==> config.mk <==
export PLATFORM = sky130hd
export DESIGN_NAME = cprt_unit
export DESIGN_NICKNAME = d
export VERILOG_FILES = /design/src/rtl/cprt_pkg.sv /design/src/rtl/cprt_cond.sv /design/src/rtl/cprt_unit.sv
export VERILOG_INCLUDE_DIRS = /design/src /design/src/rtl
export SDC_FILE = /design/constraint.sdc
export NUM_CORES = 1
export LEC_CHECK = 0
export BUFFER_PORTS_ARGS = -buffer_cell sky130_fd_sc_hd__buf_2
export CAP_MARGIN = 0
export CORE_MARGIN = 2
export CORE_UTILIZATION = 51
export CTS_CLUSTER_DIAMETER = 50
export CTS_CLUSTER_SIZE = 12
export DETAILED_ROUTE_END_ITERATION = 16
export PLACE_DENSITY = 0.8
export SLEW_MARGIN = 10
export SYNTH_ARGS = -nofsm -noshare
export SYNTH_HDL_FRONTEND = slang
export SYNTH_SLANG_ARGS = --single-unit
==> constraint.sdc <==
create_clock -name sys_clk -period 5.1 [get_ports sys_clk]
set_input_delay 0.51 -clock sys_clk [delete_from_list [all_inputs] [get_ports sys_clk]]
set_output_delay 0.51 -clock sys_clk [all_outputs]
set_load 0.005 [all_outputs]
==> src/rtl/cprt_defines.svh <==
// Constant definitions for the coprocessor register transfer unit.
`ifndef CPRT_DEFINES_SVH
`define CPRT_DEFINES_SVH
`define CPRT_COND_HI 31
`define CPRT_COND_LO 28
`define CPRT_CLASS_HI 27
`define CPRT_CLASS_LO 24
`define CPRT_CLASS_CRT 4'hE
`define CPRT_CLASS_UND_HI 27
`define CPRT_CLASS_UND_LO 25
`define CPRT_CLASS_UND 3'h3
`define CPRT_UND_BIT 4
`define CPRT_XFER_BIT 4
`define CPRT_DIR_BIT 20
`define CPRT_CRN_HI 19
`define CPRT_CRN_LO 16
`define CPRT_RD_HI 15
`define CPRT_RD_LO 12
`define CPRT_CPN_HI 11
`define CPRT_CPN_LO 8
`define CPRT_PC_REG 4'hF
`define CPRT_PC_OFFSET 32'h0000000C
`define CPRT_FLAG_HI 31
`define CPRT_FLAG_LO 28
`define CPRT_UND_S_CYCLES 2'h2
`endif

==> src/rtl/cprt_pkg.sv <==
// Types shared by the coprocessor register transfer unit.
package cprt_pkg;
    typedef enum logic [2:0] {
        CPRT_IDLE = 3'b000,
        CPRT_SEQ = 3'b001,
        CPRT_BUSY = 3'b010,
        CPRT_INT = 3'b011,
        CPRT_XFER = 3'b100,
        CPRT_UND_S = 3'b101,
        CPRT_UND_I = 3'b110,
        CPRT_UND_N = 3'b111
    } cprt_state_e;
    typedef enum logic [1:0] {
        CPRT_CY_NONE = 2'h0,
        CPRT_CY_S = 2'h1,
        CPRT_CY_I = 2'h2,
        CPRT_CY_C = 2'h3
    } cprt_cycle_e;
endpackage : cprt_pkg

==> src/rtl/cprt_cond.sv <==
// Condition field evaluator against the four status flags.
`timescale 1ns/1ps
module cprt_cond (
    input wire logic [3:0] cond,
    input wire logic [3:0] nzcv,
    output logic pass
);
    logic n, z, c, v;
    // Standard sixteen-way condition table; the last code never passes.
    always_comb begin
        n = nzcv[3];
        z = nzcv[2];
        c = nzcv[1];
        v = nzcv[0];
        case (cond)
            4'h0: pass = z;
            4'h1: pass = !z;
            4'h2: pass = c;
            4'h3: pass = !c;
            4'h4: pass = n;
            4'h5: pass = !n;
            4'h6: pass = v;
            4'h7: pass = !v;
            4'h8: pass = c && !z;
            4'h9: pass = !c || z;
            4'hA: pass = n == v;
            4'hB: pass = n != v;
            4'hC: pass = !z && (n == v);
            4'hD: pass = z || (n != v);
            4'hE: pass = 1'b1;
            default: pass = 1'b0;
        endcase
    end
endmodule : cprt_cond

==> src/rtl/cprt_unit.sv <==
// Core-side sequencer for coprocessor register transfers and the undefined trap.
// Functional notes
// [RULE_01] Execute only when the condition field in bits 31:28 passes.
// [RULE_02] A transfer has 1110 in bits 27:24 and bit 4 set.
// [RULE_03] Coprocessor number 11:8, core register 15:12, coprocessor register 19:16.
// [RULE_04] Bit 20 low moves core to coprocessor, high moves coprocessor to core.
// [RULE_05] Opcode, info and coprocessor register fields belong to the coprocessor.
// [RULE_06] Move-from to the program counter loads only the four flags from 31:28.
// [RULE_07] Move-to from the program counter sends instruction address plus 12.
// [RULE_08] Move-from takes one S, busy plus one I, then one C cycle.
// [RULE_09] Move-to takes one S, busy I cycles, then one C cycle.
// [RULE_10] Each transfer carries exactly one 32-bit word.
// [RULE_11] A passing undefined encoding enters the undefined trap.
// [RULE_12] Coprocessors refuse the undefined encoding with not-present and wait high.
// [RULE_13] Undefined handling takes two S, one I and one N cycle.
// [RULE_14] A transfer no coprocessor accepts takes the undefined trap instead.
`timescale 1ns/1ps
`include "cprt_defines.svh"
module cprt_unit
    import cprt_pkg::*;
(
    input wire logic sys_clk,
    input wire logic rst,
    input wire logic instr_valid,
    input wire logic [31:0] instr,
    input wire logic [31:0] instr_addr,
    input wire logic [31:0] core_reg_data,
    input wire logic [3:0] status_flags,
    input wire logic coproc_not_present,
    input wire logic coproc_wait,
    input wire logic [31:0] coproc_rdata,
    output logic busy,
    output logic done,
    output logic [3:0] core_reg_sel,
    output logic coproc_req,
    output logic [3:0] coproc_number_field,
    output logic [31:0] coproc_instr,
    output logic coproc_xfer,
    output logic [31:0] coproc_wdata,
    output logic reg_we,
    output logic [3:0] reg_waddr,
    output logic [31:0] reg_wdata,
    output logic flags_we,
    output logic [3:0] flags_wdata,
    output logic undef_trap,
    output logic [1:0] cycle_type
);
    typedef struct packed {
        cprt_state_e st;
        logic [31:0] ins;
        logic [31:0] pc;
        logic [1:0] cnt; // S cycles spent on the undefined path.
        logic busy;
        logic done;
        logic req;
        logic xfer;
        logic [31:0] wdata;
        logic reg_we;
        logic [31:0] reg_wdata;
        logic flags_we;
        logic [3:0] flags_wdata;
        logic trap;
        logic [1:0] cyc;
    } cprt_state_s;

    cprt_state_s s_q, s_d;
    logic cond_pass;
    logic is_xfer, is_und, dir_from, rd_is_pc;

    // Core register field; the select pin, the write address and the PC test all use it.
    function automatic logic [3:0] rd_field(input logic [31:0] w);
        return w[`CPRT_RD_HI:`CPRT_RD_LO]; // [RULE_03]
    endfunction : rd_field

    cprt_cond u_cond (
        .cond(instr[`CPRT_COND_HI:`CPRT_COND_LO]),
        .nzcv(status_flags),
        .pass(cond_pass)
    );

    // Class decode of the incoming word; direction and PC test of the latched word.
    assign is_xfer = (instr[`CPRT_CLASS_HI:`CPRT_CLASS_LO] == `CPRT_CLASS_CRT)
        && instr[`CPRT_XFER_BIT]; // [RULE_02]
    assign is_und = (instr[`CPRT_CLASS_UND_HI:`CPRT_CLASS_UND_LO] == `CPRT_CLASS_UND)
        && instr[`CPRT_UND_BIT];
    assign dir_from = s_q.ins[`CPRT_DIR_BIT]; // [RULE_04]
    assign rd_is_pc = rd_field(s_q.ins) == `CPRT_PC_REG;

    // Next-state logic. The coprocessors run on this same clock and answer in the
    // same cycle as the offer, so their handshake lines are read directly: a
    // two-stage synchroniser would have the core judge a stale answer and add
    // cycles that the transfer timing does not allow.
    always_comb begin
        s_d = s_q;
        s_d.done = 1'b0;
        s_d.xfer = 1'b0;
        s_d.reg_we = 1'b0;
        s_d.flags_we = 1'b0;
        s_d.trap = 1'b0;
        case (s_q.st)
            CPRT_IDLE: begin
                // Requests are taken only here, so instr_valid is ignored while busy.
                s_d.cyc = CPRT_CY_NONE;
                s_d.busy = 1'b0;
                if (instr_valid && cond_pass && (is_xfer || is_und)) begin // [RULE_01]
                    s_d.ins = instr;
                    s_d.pc = instr_addr;
                    s_d.busy = 1'b1;
                    s_d.req = 1'b1; // Offered to coprocessors in both cases. [RULE_12]
                    s_d.cyc = CPRT_CY_S;
                    s_d.cnt = 2'h0;
                    s_d.st = is_xfer ? CPRT_BUSY : CPRT_UND_S;
                end else if (instr_valid) begin
                    s_d.done = 1'b1; // Failed condition retires with no effect.
                end
            end

            CPRT_BUSY: begin
                // The answer to the offer is judged at the end of the S cycle and
                // again at the end of every busy-wait cycle that follows it.
                if (coproc_not_present && coproc_wait) begin
                    s_d.req = 1'b0; // Nobody claimed it. [RULE_14]
                    s_d.cyc = CPRT_CY_S;
                    s_d.cnt = 2'h1; // The S cycle of the offer counts as the first.
                    s_d.st = CPRT_UND_S;
                end else if (coproc_wait) begin
                    s_d.cyc = CPRT_CY_I; // Busy-wait cycles. [RULE_08] [RULE_09]
                end else if (dir_from) begin
                    s_d.cyc = CPRT_CY_I; // Extra internal cycle. [RULE_08]
                    s_d.st = CPRT_INT;
                end else begin
                    s_d.cyc = CPRT_CY_C;
                    s_d.xfer = 1'b1;
                    s_d.wdata = rd_is_pc ? s_q.pc + `CPRT_PC_OFFSET : core_reg_data; // [RULE_07]
                    s_d.st = CPRT_XFER; // [RULE_09]
                end
            end

            CPRT_INT: begin
                // The extra internal cycle gives the coprocessor time to drive its word.
                s_d.cyc = CPRT_CY_C;
                s_d.xfer = 1'b1;
                s_d.st = CPRT_XFER; // [RULE_08]
            end

            CPRT_XFER: begin
                // One whole word moves in the C cycle. [RULE_10]
                if (dir_from && rd_is_pc) begin
                    s_d.flags_we = 1'b1;
                    s_d.flags_wdata = coproc_rdata[`CPRT_FLAG_HI:`CPRT_FLAG_LO]; // [RULE_06]
                end else if (dir_from) begin
                    s_d.reg_we = 1'b1;
                    s_d.reg_wdata = coproc_rdata;
                end
                s_d.req = 1'b0;
                s_d.busy = 1'b0;
                s_d.done = 1'b1;
                s_d.cyc = CPRT_CY_NONE;
                s_d.st = CPRT_IDLE;
            end

            CPRT_UND_S: begin
                // Two S cycles are counted before the internal one.
                if (s_q.cnt == `CPRT_UND_S_CYCLES - 2'h1) begin
                    s_d.cyc = CPRT_CY_I; // [RULE_13]
                    s_d.st = CPRT_UND_I;
                end else begin
                    s_d.cnt = s_q.cnt + 2'h1;
                    s_d.cyc = CPRT_CY_S;
                end
            end

            CPRT_UND_I: begin
                s_d.req = 1'b0;
                s_d.cyc = CPRT_CY_NONE; // N cycle is marked by the trap pulse.
                s_d.trap = 1'b1; // [RULE_11]
                s_d.st = CPRT_UND_N;
            end

            CPRT_UND_N: begin
                s_d.busy = 1'b0;
                s_d.done = 1'b1;
                s_d.cyc = CPRT_CY_NONE;
                s_d.st = CPRT_IDLE;
            end

            default: s_d.st = CPRT_IDLE;
        endcase
    end

    // State register.
    always_ff @(posedge sys_clk or posedge rst) begin
        if (rst) begin
            s_q <= '0;
        end else begin
            s_q <= s_d;
        end
    end

    // Outputs come straight from the state register; retirement status first.
    assign busy = s_q.busy;
    assign done = s_q.done;

    // Handshake side; the latched word stands until the next instruction is taken.
    assign core_reg_sel = rd_field(s_q.ins); // [RULE_03]
    assign coproc_req = s_q.req;
    assign coproc_number_field = s_q.ins[`CPRT_CPN_HI:`CPRT_CPN_LO]; // [RULE_03]
    assign coproc_instr = s_q.ins; // Fields passed whole to the coprocessor. [RULE_05]
    assign coproc_xfer = s_q.xfer;
    assign coproc_wdata = s_q.wdata;

    // Write-back to the core register file or to the flags.
    assign reg_we = s_q.reg_we;
    assign reg_waddr = rd_field(s_q.ins);
    assign reg_wdata = s_q.reg_wdata;
    assign flags_we = s_q.flags_we;
    assign flags_wdata = s_q.flags_wdata;

    // Trap pulse and the cycle class reported to the rest of the core.
    assign undef_trap = s_q.trap;
    assign cycle_type = s_q.cyc;
endmodule : cprt_unit

==> impl_results.md <==
- Status: complete, no violations
- Synth top area share: 46.84%
- Sequential share of the synthesized area: between 40% and 50%
- Worst-path clk slew: 0.07 ns
- Pwr/cell area: around 510 nW/µm²
- Routed len/inst: 15.94 µm
- Syn avg cell area: 10.01 µm²
- Tmin final: 2.961 ns
- Nets: between 1000 and 1500
- Lkg Pwr: between 4 and 5 nW
- Worst Hold End: reg_wdata[12]$_DFFE_PP0P_
- CTS resizes: 0
- Crit path kind: flip-flop to flip-flop
- Worst R2R Path Depth: 4
- Max Cap Viol: 0
- Clk Latency, worst-skew pair: 0.42 ns
- Residual DRC count: 0
- Crit-path max FO: 35
- Slew Limit Fails: 0
- Post-Syn Instances: 779
- Hold depth: 3
- CP Cell Sequence: or3_1 > and3b_4 > buf_4 > mux2_2
- Fill cell count: 1290
- Detailed Route WL: 17720 µm
- Core Region: between 15000 and 20000 µm²
- Period Utilization, post-route: 58.07%
- First-pass GRT wire length: 28010 µm
- Final hold vios: 0
- GPL Wtd Cong: 0.8100
- Diode count: 0
- Slew HR: 24.88%
- DR pass1 iterations: 4
- CTS sink cnt: ~150
- Worst Clk Skew: 0.01148 ns
- Mapped Nets: 918
- Die area: around 16000 µm²
- Worst Tran Pin Value: 1.127 ns
- Critical path's top delay family: simple AND/OR/NAND/NOR gates
- Rows: 45
- GRT Overall Usage: 22.00%
- Worst Path Required: 5.41 ns
- Post-Place Worst Slack: ~1.8 ns
- H-tree levels: 4
- Reg2reg end: s_q[79]$_DFFE_PP0P_
- CTS tree: done
- Largest net degree at the start of global routing: 107
- Mapped Area: 7800 µm²
- CP bufs+invs: 1
- R2r setup slk: roughly 2.1 ns
- Worst vdd ir: 0.3197 mV
- Final Power: between 0.004 and 0.005 W
- Hold_buf cts: 0
- Fin cells: 1112
- Post-synth top area cell: dfrtp_1
- FFs w/ async S/R, synth: 100.0%
- Ranking of synthesized cells by area: dfrtp_1 47%, buf_4 11%, mux2_4 8.9%
- Num CTS Buffers: 17
- Critical path arrival: 3.27 ns
- RSZ-0062 raised after global routing: false
- Synthesis-to-finish area growth: 13.31%
- TNS Setup: 0 ns
- Critical Path Source Type: flip-flop
- Post-CTS Setup Bufs: 0
- Final ANT Viol Nets: 0
- Synth Warn #: 0
- Share of post-route cells with drive strength above 1: between 30 and 40%
- Reg-to-Reg Start: s_q[144]$_DFFE_PP0P_
- Grt ovf: 0
- Root Driver: clkbuf_16
- Vias post-DR: 5684
- HPWL Detailed: roughly 12000 µm
- EDFF count, synth: 0
- Final setup margin: 2.139 ns
- Vias per cell: 5.112
- Final Util: 58.57%
- Count of final setup violators: 0
- Yosys cell types: 54
- DR iter-0 viols: between 300 and 400
- Seq cells post-synth: 146
- Worst setup EP type: flip-flop
- Total I/O pin count: 258
- Initial antenna violation count: 1
- Worst path max stage delay: 0.78 ns
- Die Y: approximately 130 µm
- Buffers on Ports: between 200 and 300
- Placed Cells: 1080
- Highest clock rate: 337.7 MHz
- CP max stage cell: and3b_4
- Vias in the first global route: roughly 5500
- Worst hold path class: primary input to flip-flop
- Most used DFF post-synth: dfrtp_1
- Worst Min Path Start: coproc_rdata[12]
- Die X: 127.7 µm
- Initial Util: 51.69%
- CTS Buffer Depth: 2
## sequential cells by signal, indices dropped and copies added, names as in the netlist
register / flops
s_q: 37
coproc_instr: 32
coproc_wdata: 32
reg_wdata: 32
flags_wdata: 4
cycle_type: 2
busy: 1
coproc_req: 1
coproc_xfer: 1
done: 1
flags_we: 1
reg_we: 1
undef_trap: 1
## metal layers
layer	up-vias	global-route usage [%]	share of wire, %
met5	-	0	0.039
met4	2	6.464	1.2
met3	21	6.803	6.5
met2	199	35.99	49
met1	2698	28.30	44
li1	2764	-	-
## worst max-delay path by stage
stage / start / end / cells after the start
2_1_floorplan: rst / busy$_DFFE_PP0P_ / 1
3_3_place_gp: status_flags[3] / s_q[79]$_DFFE_PP0P_ / 8
3_5_place_dp: instr[29] / coproc_instr[28]$_DFFE_PP0P_ / 8
4_1_cts: s_q[145]$_DFFE_PP0P_ / coproc_instr[28]$_DFFE_PP0P_ / 4
5_1_grt: s_q[145]$_DFFE_PP0P_ / reg_wdata[7]$_DFFE_PP0P_ / 7
6_report: s_q[144]$_DFFE_PP0P_ / s_q[79]$_DFFE_PP0P_ / 4
## stage by stage
stage | hold slack [ns] | instance area [µm²]
CTS | 0.2582 | 8838
floorplan | 0.4348 | 7800
global placement | 0.4446 | 8289
finish | 0.2799 | 8838
detailed placement | 0.4455 | 8289
global route | 0.2608 | 8838
## tightest hold or removal path: stages
cell and delay (ns):
buf_2 0.08, nand2_1 0.04, nand2_1 0.04
## where the power goes
part	internal [W]	switching (W)
Sequential	0.00163	0.000385
Clock	0.000635	0.000522
Combinational	0.000745	0.000588
## layout make-up
type                    count  area [µm²]  area share, %
repair buffers            263        1331          15.06
well taps                 188       235.2          2.661
inverters                  14       57.56         0.6512
clock inverters            15       123.9          1.401
clock buffers              17       425.4          4.813
multi-input cells         469        3012          34.07
flip-flops and latches    146        3654          41.34
## cells in the final DEF (no fill, tap or decap), types with 8 or more instances in the layout
cell type  Yosys  final
mux2_2        16     16
clkbuf_16      0     17
dfrtp_1      146    146
mux2_4        46     46
xnor2_1        8      8
nand2_1      162    162
o21ai_0       50     50
buf_2          2    257
inv_1         14     13
a21oi_1       20     20
xor2_1        19     19
nand3_1       17     17
nor3_1        11     11
nor2_1        32     32
## Yosys cell counts, types with 5 or more instances
| cell type | instances |
|---|---|
| mux2_2 | 16 |
| inv_1 | 14 |
| nand2_1 | 162 |
| clkbuf_1 | 22 |
| or2_1 | 5 |
| buf_4 | 115 |
| mux2i_1 | 6 |
| nor3_1 | 11 |
| nor4_1 | 7 |
| o21ai_0 | 50 |
| xor2_1 | 19 |
| mux2_4 | 46 |
| a21oi_1 | 20 |
| a31oi_1 | 6 |
| and4_1 | 5 |
| xnor2_1 | 8 |
| dfrtp_1 | 146 |
| nor2_1 | 32 |
| nand3_1 | 17 |
## cells by family (layout without fill, tap and decap cells)
kind of cell	count (synthesis)	in the layout	synth area share, %
compound gates	102	102	7.732
xor+xnor	27	27	3.032
fa+ha+maj	2	2	0.3208
buf+inv	164	309	14.63
flops	146	146	46.84
mux	69	69	12.08
simple gates	269	269	15.37
No activity file was read; power rests on OpenSTA's default activity.
